--- src/rvt_pkg.sv ---
// Purpose: constants, register map and types for ring validation timing
// Assumes: 8-bit registers on a byte-wide plain register port
// Notes: one timer count is one 2 ms tick
package rvt_pkg;
  // ***********************************************************
  // register map
  // ***********************************************************
  localparam logic [7:0] RVT_OFS_CTL_A = 8'h16; // delay low bits, max limit
  localparam logic [7:0] RVT_OFS_CTL_B = 8'h17; // delay hi, timeout, count
  localparam logic [7:0] RVT_OFS_CTL_C = 8'h18; // enable, load value
  localparam logic [7:0] RVT_OFS_STAT = 8'h19; // read-only status
  localparam logic [7:0] RVT_RST_CTL_A = 8'h00;
  localparam logic [7:0] RVT_RST_CTL_B = 8'h2d;
  localparam logic [7:0] RVT_RST_CTL_C = 8'h19;
  localparam logic [7:0] RVT_MASK_CTL_C = 8'hbf; // bit 6 reserved, reads 0
  localparam logic [7:0] RVT_ZERO_BYTE = 8'h00;

  // ***********************************************************
  // timing
  // ***********************************************************
  localparam int RVT_CLK_NS = 10;
  localparam int RVT_TICK_NS = 2000000; // 2.0 ms per timer count
  localparam int RVT_TICK_CYCLES = RVT_TICK_NS / RVT_CLK_NS;
  localparam int RVT_PRE_W = 18;
  localparam int RVT_DELAY_STEP_MS = 256; // per delay code step
  localparam int RVT_TOUT_STEP_MS = 128; // per timeout code step
  localparam int RVT_TICK_MS = 2;
  localparam int RVT_CNT_W = 10;
  localparam logic [RVT_CNT_W-1:0] RVT_DELAY_STEP =
    RVT_CNT_W'(RVT_DELAY_STEP_MS / RVT_TICK_MS);
  localparam logic [RVT_CNT_W-1:0] RVT_TOUT_STEP =
    RVT_CNT_W'(RVT_TOUT_STEP_MS / RVT_TICK_MS);
  localparam logic [3:0] RVT_TOUT_BAD = 4'h0;
  localparam logic [3:0] RVT_TOUT_MIN = 4'h1;

  // ***********************************************************
  // types
  // ***********************************************************
  typedef struct packed {
    logic [2:0] ring_indicate_delay;
    logic [5:0] ring_timer_max_limit;
    logic [3:0] ring_end_timeout;
    logic [2:0] ring_confirm_count;
    logic       validation_enable;
    logic [5:0] ring_timer_load;
  } rvt_cfg_t;

  typedef enum logic [1:0] {
    RVT_IDLE  = 2'b00,
    RVT_QUAL  = 2'b01,
    RVT_DELAY = 2'b11,
    RVT_VALID = 2'b10
  } rvt_state_t;
endpackage : rvt_pkg

--- src/rvt_ring_validation.sv ---
// Purpose: qualify ring crossings, delay and time out the valid-ring flag
// Assumes: ring_event_in is asynchronous, one crossing per rising edge
// Notes: registers read back one cycle after the read strobe
//
// Decided for this implementation: the address-and-strobe port.
`timescale 1ns/10ps
// Function
// - valid ring reported after code times 256 ms delay, code 0 none
// - each crossing loads six-bit timer with load value; counts down
// - on next crossing before valid, timer above max limit invalidates ring
// - timer decrements once per nominal 2.0 ms tick
// - max limit sets highest accepted ring frequency, 10% margin
// - ringing ends after code times 128 ms since last crossing, code 0 as 1
module rvt_ring_validation #(
  parameter int TICK_CYCLES = rvt_pkg::RVT_TICK_CYCLES
) (
  input  wire logic       clk_sys_in,
  input  wire logic       reset_in,
  input  wire logic       ring_event_in,
  input  wire logic [7:0] addr_in,
  input  wire logic [7:0] wr_data_in,
  input  wire logic       wr_strobe_in,
  input  wire logic       rd_strobe_in,
  output logic [7:0]      rd_data_out,
  output logic            ring_valid_out,
  output logic            ringing_out
);
  import rvt_pkg::*;

  // ***********************************************************
  // helpers
  // ***********************************************************
  // delay length in ticks for a delay code
  function automatic logic [RVT_CNT_W-1:0] delay_ticks(
    input logic [2:0] code
  );
    delay_ticks = RVT_CNT_W'(code * RVT_DELAY_STEP);
  endfunction : delay_ticks

  // timeout in ticks; the invalid code 0 is run as code 1
  function automatic logic [RVT_CNT_W-1:0] tout_ticks(
    input logic [3:0] code
  );
    logic [3:0] c;
    c = (code == RVT_TOUT_BAD) ? RVT_TOUT_MIN : code;
    tout_ticks = RVT_CNT_W'(c * RVT_TOUT_STEP);
  endfunction : tout_ticks

  // ***********************************************************
  // registers
  // ***********************************************************
  rvt_cfg_t cfg_ff;
  rvt_state_t state_ff;
  rvt_state_t nxt_state;
  logic [7:0] rd_data_ff;
  logic [RVT_PRE_W-1:0] pre_ff;
  logic tick_ff;
  logic [2:0] sync_ff;
  logic event_now;
  logic [5:0] timer_ff;
  logic [RVT_CNT_W-1:0] delay_ff;
  logic [RVT_CNT_W-1:0] tout_ff;
  logic valid_ff;
  logic ringing_ff;
  logic too_fast;
  logic tout_hit;
  logic delay_done;

  // software writes; the timing fields steer the logic below
  always_ff @(posedge clk_sys_in or posedge reset_in) begin
    if (reset_in) begin
      cfg_ff <= rvt_cfg_t'({RVT_RST_CTL_B[7], RVT_RST_CTL_A[7:6],
                RVT_RST_CTL_A[5:0], RVT_RST_CTL_B[6:0],
                RVT_RST_CTL_C[7], RVT_RST_CTL_C[5:0]});
    end else if (wr_strobe_in) begin
      unique case (addr_in)
        RVT_OFS_CTL_A: begin
          cfg_ff.ring_indicate_delay[1:0] <= wr_data_in[7:6];
          cfg_ff.ring_timer_max_limit <= wr_data_in[5:0];
        end
        RVT_OFS_CTL_B: begin
          cfg_ff.ring_indicate_delay[2] <= wr_data_in[7];
          cfg_ff.ring_end_timeout <= wr_data_in[6:3];
          cfg_ff.ring_confirm_count <= wr_data_in[2:0];
        end
        RVT_OFS_CTL_C: begin
          cfg_ff.validation_enable <= wr_data_in[7];
          cfg_ff.ring_timer_load <= wr_data_in[5:0];
        end
        default: begin
        end
      endcase
    end
  end

  // read data stand only in the cycle after the strobe
  always_ff @(posedge clk_sys_in or posedge reset_in) begin
    if (reset_in) begin
      rd_data_ff <= RVT_ZERO_BYTE;
    end else if (rd_strobe_in) begin
      unique case (addr_in)
        RVT_OFS_CTL_A: rd_data_ff <= {cfg_ff.ring_indicate_delay[1:0],
                                      cfg_ff.ring_timer_max_limit};
        RVT_OFS_CTL_B: rd_data_ff <= {cfg_ff.ring_indicate_delay[2],
                                      cfg_ff.ring_end_timeout,
                                      cfg_ff.ring_confirm_count};
        RVT_OFS_CTL_C: rd_data_ff <= {cfg_ff.validation_enable, 1'b0,
                                      cfg_ff.ring_timer_load};
        RVT_OFS_STAT: rd_data_ff <= {valid_ff, state_ff, timer_ff[4:0]};
        default: rd_data_ff <= RVT_ZERO_BYTE; // unmapped reads zero
      endcase
    end else begin
      rd_data_ff <= RVT_ZERO_BYTE;
    end
  end

  // ***********************************************************
  // tick and event input
  // ***********************************************************
  // one-cycle enable every 2 ms; parameter lets simulation shorten it
  always_ff @(posedge clk_sys_in or posedge reset_in) begin
    if (reset_in) begin
      pre_ff <= '0;
      tick_ff <= 1'b0;
    end else if (pre_ff == RVT_PRE_W'(TICK_CYCLES - 1)) begin
      pre_ff <= '0;
      tick_ff <= 1'b1;
    end else begin
      pre_ff <= pre_ff + 1'b1;
      tick_ff <= 1'b0;
    end
  end

  // two stages against metastability, third for edge detection
  always_ff @(posedge clk_sys_in or posedge reset_in) begin
    if (reset_in) begin
      sync_ff <= 3'b000;
    end else begin
      sync_ff <= {sync_ff[1:0], ring_event_in};
    end
  end

  assign event_now = sync_ff[1] & ~sync_ff[2];

  // ***********************************************************
  // frequency qualification timer
  // ***********************************************************
  // reload on every crossing, else count down and stop at zero
  always_ff @(posedge clk_sys_in or posedge reset_in) begin
    if (reset_in) begin
      timer_ff <= 6'h00;
    end else if (event_now) begin
      timer_ff <= cfg_ff.ring_timer_load;
    end else if (tick_ff && timer_ff != 6'h00) begin
      timer_ff <= timer_ff - 1'b1;
    end
  end

  // crossing came before load minus limit ticks passed: too fast
  assign too_fast = event_now && state_ff != RVT_IDLE &&
                    timer_ff > cfg_ff.ring_timer_max_limit;

  // ***********************************************************
  // ringing end timeout
  // ***********************************************************
  // restarted by each crossing; expiry ends the ringing
  always_ff @(posedge clk_sys_in or posedge reset_in) begin
    if (reset_in) begin
      tout_ff <= '0;
    end else if (event_now) begin
      tout_ff <= tout_ticks(cfg_ff.ring_end_timeout);
    end else if (tick_ff && tout_ff != '0) begin
      tout_ff <= tout_ff - 1'b1;
    end
  end

  assign tout_hit = state_ff != RVT_IDLE && !event_now &&
                    tout_ff == '0;

  // ***********************************************************
  // indication delay
  // ***********************************************************
  // loaded when a ring qualifies, counts while waiting to report
  always_ff @(posedge clk_sys_in or posedge reset_in) begin
    if (reset_in) begin
      delay_ff <= '0;
    end else if (state_ff == RVT_QUAL && nxt_state == RVT_DELAY) begin
      delay_ff <= delay_ticks(cfg_ff.ring_indicate_delay);
    end else if (tick_ff && delay_ff != '0) begin
      delay_ff <= delay_ff - 1'b1;
    end
  end

  assign delay_done = delay_ff == '0;

  // ***********************************************************
  // state machine
  // ***********************************************************
  // timeout first, then invalidation, then progress
  always_comb begin
    nxt_state = state_ff;
    unique case (state_ff)
      RVT_IDLE: begin
        if (event_now) begin
          nxt_state = RVT_QUAL;
        end
      end
      RVT_QUAL: begin
        if (tout_hit || too_fast) begin
          nxt_state = RVT_IDLE;
        end else if (event_now) begin
          nxt_state = RVT_DELAY;
        end
      end
      RVT_DELAY: begin
        if (tout_hit || too_fast) begin
          nxt_state = RVT_IDLE;
        end else if (delay_done) begin
          nxt_state = RVT_VALID;
        end
      end
      RVT_VALID: begin
        if (tout_hit) begin
          nxt_state = RVT_IDLE;
        end
      end
    endcase
  end

  always_ff @(posedge clk_sys_in or posedge reset_in) begin
    if (reset_in) begin
      state_ff <= RVT_IDLE;
    end else begin
      state_ff <= nxt_state;
    end
  end

  // flags follow the next state so they change with it
  always_ff @(posedge clk_sys_in or posedge reset_in) begin
    if (reset_in) begin
      valid_ff <= 1'b0;
      ringing_ff <= 1'b0;
    end else begin
      valid_ff <= nxt_state == RVT_VALID;
      ringing_ff <= nxt_state != RVT_IDLE;
    end
  end

  assign rd_data_out = rd_data_ff;
  assign ring_valid_out = valid_ff;
  assign ringing_out = ringing_ff;
endmodule : rvt_ring_validation

--- config.mk ---
export PLATFORM = sky130hd
export DESIGN_NAME = rvt_ring_validation
export DESIGN_NICKNAME = d
export VERILOG_FILES = /design/src/rvt_pkg.sv /design/src/rvt_ring_validation.sv
export SDC_FILE = /design/constraint.sdc
export NUM_CORES = 1
export LEC_CHECK = 0
export ABC_AREA = 1
export BUFFER_PORTS_ARGS = -buffer_cell sky130_fd_sc_hd__buf_2
export CAP_MARGIN = 25
export CORE_AREA = 2 2 97 169
export CTS_BUF_LIST = sky130_fd_sc_hd__clkbuf_8
export DETAILED_ROUTE_END_ITERATION = 10
export DIE_AREA = 0 0 99 171
export PLACE_DENSITY_LB_ADDON = 0.08
export SLEW_MARGIN = 0
export SYNTH_ARGS = -nofsm -noshare
export SYNTH_HDL_FRONTEND = slang
export SYNTH_SLANG_ARGS = --single-unit
export TNS_END_PERCENT = 30
--- constraint.sdc ---
create_clock -name clk_sys_in -period 5.6 [get_ports clk_sys_in]
set_input_delay 0.56 -clock clk_sys_in [delete_from_list [all_inputs] [get_ports clk_sys_in]]
set_output_delay 0.56 -clock clk_sys_in [all_outputs]
set_load 0.05 [all_outputs]
* Yosys cells after proc, flatten, opt, wreduce, memory -nomap -nowiden *
Index checks and enable logic that the tools add are counted.

cells by class
  order comparisons = 1
  reductions and logical operators = 25
  equal/unequal tests = 10
  add/subtract/negate cells = 4
  bitwise logic cells = 2
  multiplexer cells = 18

operators with widths
  cell                     count
  $mux W10                 4
  $eq A8 B5 Y1 const B     4
  $pmux W8 S4              1
  $logic_not A10 Y1        2
  $reduce_bool A10 Y1      2
  $sub A10 B1 Y10 const B  2
  $add A18 B1 Y18 const B  1
  $eq A18 B18 Y1 const B   1
  $mux W18                 1
  $mux W2                  6
  $mux W6                  2
  $reduce_bool A2 Y1       5
  $eq A2 B2 Y1 const B     4
  $logic_and A1 B1 Y1      8
  $mux W8                  1
  $pmux W2 S4              1
  $gt A6 B6 Y1             1
  $reduce_and A2 Y1        3
  $reduce_bool A6 Y1       1
  $sub A6 B1 Y6 const B    1
  $logic_not A4 Y1         1
  $mux W4                  1
  $eq A2 B1 Y1 const B     1
  $logic_not A2 Y1         1
  5 further kinds          5

word-level totals
  word-level logic and storage cells = 77
  register bits after elaboration = 83

* Longest topological paths before layout *
  depth after elaboration = 11
  mapped depth = 13
  mapped depth without buffers = 12

* Worst setup path before layout *
OpenSTA, ideal clock, no wires.

  kind = reg2reg
  from = register delay_ff[0]
  to = register delay_ff[7]
  arrival time = 1,518 ps
  library setup time = 117 ps
  clock period less this slack = 1,635 ps
  buffers on the path = 0
  cell stages (with the launch flop) = 12
  setup slack = 3,965 ps
  path through = dfrtp_1 > inv_1 > ha_1 > nand2_1 > nor2_1 > nand3_1 > nand2_1 > inv_1 > nand2_1 > nand2_1 > nand2_1 > nand2_1

on the way
  cells in the longest elaborated chain, start to end = 7
  elaborated cells between the ends (all ways) = 12

ends and longest elaborated chain
  what                                                   line                        text
  from (decl)                                            rvt_ring_validation.sv:61   logic [RVT_CNT_W-1:0] delay_ff;
  from (signal assigned)                                 rvt_ring_validation.sv:188  delay_ff <= delay_ticks(cfg_ff.ring_indicate_delay);
  from (signal assigned)                                 rvt_ring_validation.sv:190  delay_ff <= delay_ff - 1'b1;
  $logic_not A10 Y1                                      rvt_ring_validation.sv:194  assign delay_done = delay_ff == '0;
  $mux W2                                                rvt_ring_validation.sv:218  end else if (delay_done) begin
  $mux W2                                                rvt_ring_validation.sv:216  if (tout_hit || too_fast) begin
  $pmux W2 S4                                            rvt_ring_validation.sv:202  unique case (state_ff)
  $eq A2 B2 Y1                                           rvt_ring_validation.sv:187  end else if (state_ff == RVT_QUAL && nxt_state == RVT_DELAY) begin
  $logic_and A1 B1 Y1                                    rvt_ring_validation.sv:187
  $mux W10 / $reduce_bool A2 Y1 (equally long branches)  --

Several ways; a longest one is shown, not always the timed one. The select of a mux whose other input is x is not followed.
A chain may end at the register's enable or synchronous reset.

* Worst setup path after layout *
  from = register sync_ff[2]
  to = register delay_ff[5]

on the way
  cells in the longest elaborated chain, start to end = 11
  elaborated cells between the ends (all ways) = 18

ends and longest elaborated chain
  what                                                   line                                                    text
  from (decl)                                            rvt_ring_validation.sv:58                               logic [2:0] sync_ff;
  from (signal assigned)                                 rvt_ring_validation.sv:139                              sync_ff <= {sync_ff[1:0], ring_event_in};
  $not A1 Y1 (*)                                         rvt_ring_validation.sv:143                              assign event_now = sync_ff[1] & ~sync_ff[2];
  $and A1 B1 Y1 (*)                                      rvt_ring_validation.sv:143
  $logic_not A1 Y1                                       rvt_ring_validation.sv:177                              assign tout_hit = state_ff != RVT_IDLE && !event_now &&
  $logic_and A1 B1 Y1 (2 in series)                      rvt_ring_validation.sv:177
  $logic_or A1 B1 Y1                                     rvt_ring_validation.sv:209, rvt_ring_validation.sv:216
  $mux W2, on equally long branches                      rvt_ring_validation.sv:216, rvt_ring_validation.sv:209
  $pmux W2 S4 (*)                                        rvt_ring_validation.sv:202
  $eq A2 B2 Y1 (*)                                       rvt_ring_validation.sv:187
  $logic_and A1 B1 Y1 (*)                                rvt_ring_validation.sv:187
  $mux W10 / $reduce_bool A2 Y1 (equally long branches)  --

Every way passes the cells marked *; elsewhere a longest branch is shown, timed or not.

==> reports/metrics.yaml <==
outcome:
  status: "complete, no violations"
clock_tree:
  clockBufferDepth: 2
  clockRootBuffer: "clkbuf_8"
  htreeDepth: 3
  clkTransAtPathRegs_ns: 0.09
  worstSkewPairLatency_ns: 0.37
  postCtsHoldBufs: 0
  numCtsBuffers: 9
  cts.sinks: 83
  cts-resized-gates: 0
  post_cts_buffers: 0
  cts_tree: "yes"
yosys:
  synth_area_sq_mm: 0.00457
  synth_area_leaders: "dfrtp_1 42%, nand2_1 12%, nand3_1 7.8%"
  synth_top_area_share_pct: 41.6
  async_flop_share_pct: 100
  syn_inst: 587
  syn_nets: 620
  yosys.area.top_type: "dfrtp_1"
  dominantRegCellSynth: "dfrtp_1"
  ys_types: 38
  yosysWarnings: 0
  ys_seq_area_share_pct: 45.7
  synth_area_per_cell_sq_um: 7.78
  ys_ff_latch: 83
  synth_edf_count: 0
sta:
  setup_tns_ns: 0
  hold_viol: 0
  maxSlewViolCount: 0
  max_slew_margin_pct: 49.1
  worst_slew_pin_slew_ns: 0.764
  period_minus_slack_ns: 2.23
  rsz0062_at_grt: "false"
  hold_ws_ns: 0.196
  fin_skew_ns: 0.0134
  setup_viol: 0
  post-route-period-util_pct: 39.9
  max_freq_mhz: 448
placement:
  place.gp.congestion: 0.861
  port_buffers: 30
  post-dp-hpwl_um: 9870
  placed_cells: 797
routing:
  ant_nets: 0
  drt-total-wl_um: 12700
  dr.pass1.iters: 4
  vias: 3804
  drc: 0
  via_per_inst: 4.68
  wl_per_cell_um: 15.6
  drt_iter0_markers: 153
flow_run:
  drv_cap: 0
setup_path:
  critPathSlowestCell: "nor2_4"
  cp_max_fo: 19
  critPathCaptureType: "flop"
  crit_top_cell: "inv_1"
  crit_type: "reg -> reg"
  arrival_ns: 2.49
  worstPathCellList: "nor2_4 > inv_1 > nor3_2 > nand2_1 > inv_1 > nor2_1"
  max_stage_delay_ns: 0.41
  critPathRequiredTime_ns: 5.85
  critical_path.startpoint_type: "flop"
global_routing:
  grt_pass1_vias: 4039
  grt_start_max_net_pins: 57
  grt_pass1_wl_um: 21000
  antenna_found_initial: 0
  grt_usage_pct: 16.1
  grt_remaining_overflow: 0
pwr:
  irDropWorstVdd_v: 0.0000968
  powerDensity_mw_per_mm2: 278
  p_leak_nw: 2.60
floorplan:
  fp.coreArea_sq_mm: 0.0156
  dieHeight_um: 171
  die_w_um: 99
  start_util_pct: 29.2
  rows: 61
  dieArea_sq_mm: 0.0169
  io_pins: 31
layout:
  nets: 652
  syn_to_final_growth_pct: 11.6
  multiInputGateArea_sq_mm: 0.00211
  drive_above_1_share_pct: 11.5
  regArea_sq_mm: 0.00209
  instances_no_fill: 813
  n_antenna_cell: 0
  fillers: 1657
hold_path:
  hold_path_class: "in -> async"
cell families (layout without fill, tap and decap cells):
kind of cell | Yosys count | count (layout) | share of synthesized area [%]
and+or+nand+nor | 321 | 321 | 31.0
buffers and inverters | 92 | 129 | 8.24
DFF | 83 | 83 | 45.7
AOI/OAI and AO/OA | 58 | 58 | 7.78
xor gates and xnor gates | 21 | 21 | 4.03
adders and majority gates | 12 | 12 | 3.29
cells in the mapped netlist (3+ instances only):
library cell,number
o21a_1,7
xnor2_1,5
nand4_1,5
nor3_1,12
inv_1,81
clkbuf_1,3
ha_1,12
o21ai_2,7
nand3_1,71
nor2_1,65
nand3b_1,5
nand2_1,148
dfrtp_1,76
xor2_1,16
o21ai_0,18
o21ai_1,10
dfstp_2,7
a21oi_1,8
and2_1,3
buf_2,4
power breakdown:
group / leakage [nW] / total, mW / internal (mW) / switching (mW)
Clock: 0.0999 / 0.454 / 0.218 / 0.235
Sequential: 1.08 / 0.691 / 0.645 / 0.0459
Combinational: 1.42 / 0.275 / 0.0884 / 0.187
metal layers:
metal	routed length, um	up-vias	share of wire (%)	global-route usage (%)
li1	-	1941	-	-
met1	4680	1770	37	16.1
met2	7280	69	57	32.0
met3	327	24	2.6	2.21
met4	429	0	3.4	7.15
met5	0	-	0	0
flip-flops by register name (all words and copies together) (netlist names):
signal / cells
delay_ff: 10
tick_ff: 1
pre_ff: 18
tout_ff: 10
sync_ff: 3
cfg_ff: 23
ringing_out: 1
state_ff: 2
rd_data_out: 8
ring_valid_out: 1
timer_ff: 6
placed cells by master (no fill, tap or decap), drive strengths merged, types with 3 or more instances in the layout:
master,Yosys,routed
dfrtp,76,76
a21oi,9,9
ha,12,12
nand4,5,5
nand3,71,71
buf,7,31
nor3,16,16
o21ai,35,35
clkinv,0,3
o21a,7,7
nor2,66,66
xor2,16,16
clkbuf,3,10
and2,3,3
xnor2,5,5
nand3b,5,5
inv,82,82
nand2,151,151
dfstp,7,7
per-stage QoR:
stage	area (sq um)	power (mW)	worst slack (ns)	util [%]
after CTS	5100	1.45	3.32	32.6
final	5100	1.42	3.37	32.6
after detailed placement	4890	0.980	3.15	31.3
after global routing	5100	1.52	3.18	32.6
after floorplan	4570	0.895	2.91	-
after global placement	4890	0.979	3.20	31.3
area by class of cell:
class	count	area share, %
multi-input combinational	412	41.3
sequential	83	40.9
inverter	82	6.06
tap	189	4.64
clock inverter	6	1.30
clock buffer	10	2.70
timing repair buffer	31	3.09
final timing paths:
path / startpoint / to / slack (ns) / depth (start not counted)
max: sync_ff[2] / delay_ff[5] / 3.37 / 6
min: reset_in / sync_ff[2] / 0.20 / 2
max reg2reg: sync_ff[2] / delay_ff[5] / 3.37 / 6
min reg2reg: sync_ff[0] / sync_ff[1] / 0.36 / 0
max in group asynchronous: reset_in / pre_ff[7] / 4.25 / 3
min in group clk_sys_in: ring_event_in / sync_ff[0] / 0.30 / 1
worst max-delay path: cells and delay by family, from the launching register on:
family	cells	cell delay (ns)
buffers and inverters	2	0.59
and+or+nand+nor	4	1.12
DFF	1	0.40
Note: power is estimated with default switching activity, not from simulation.
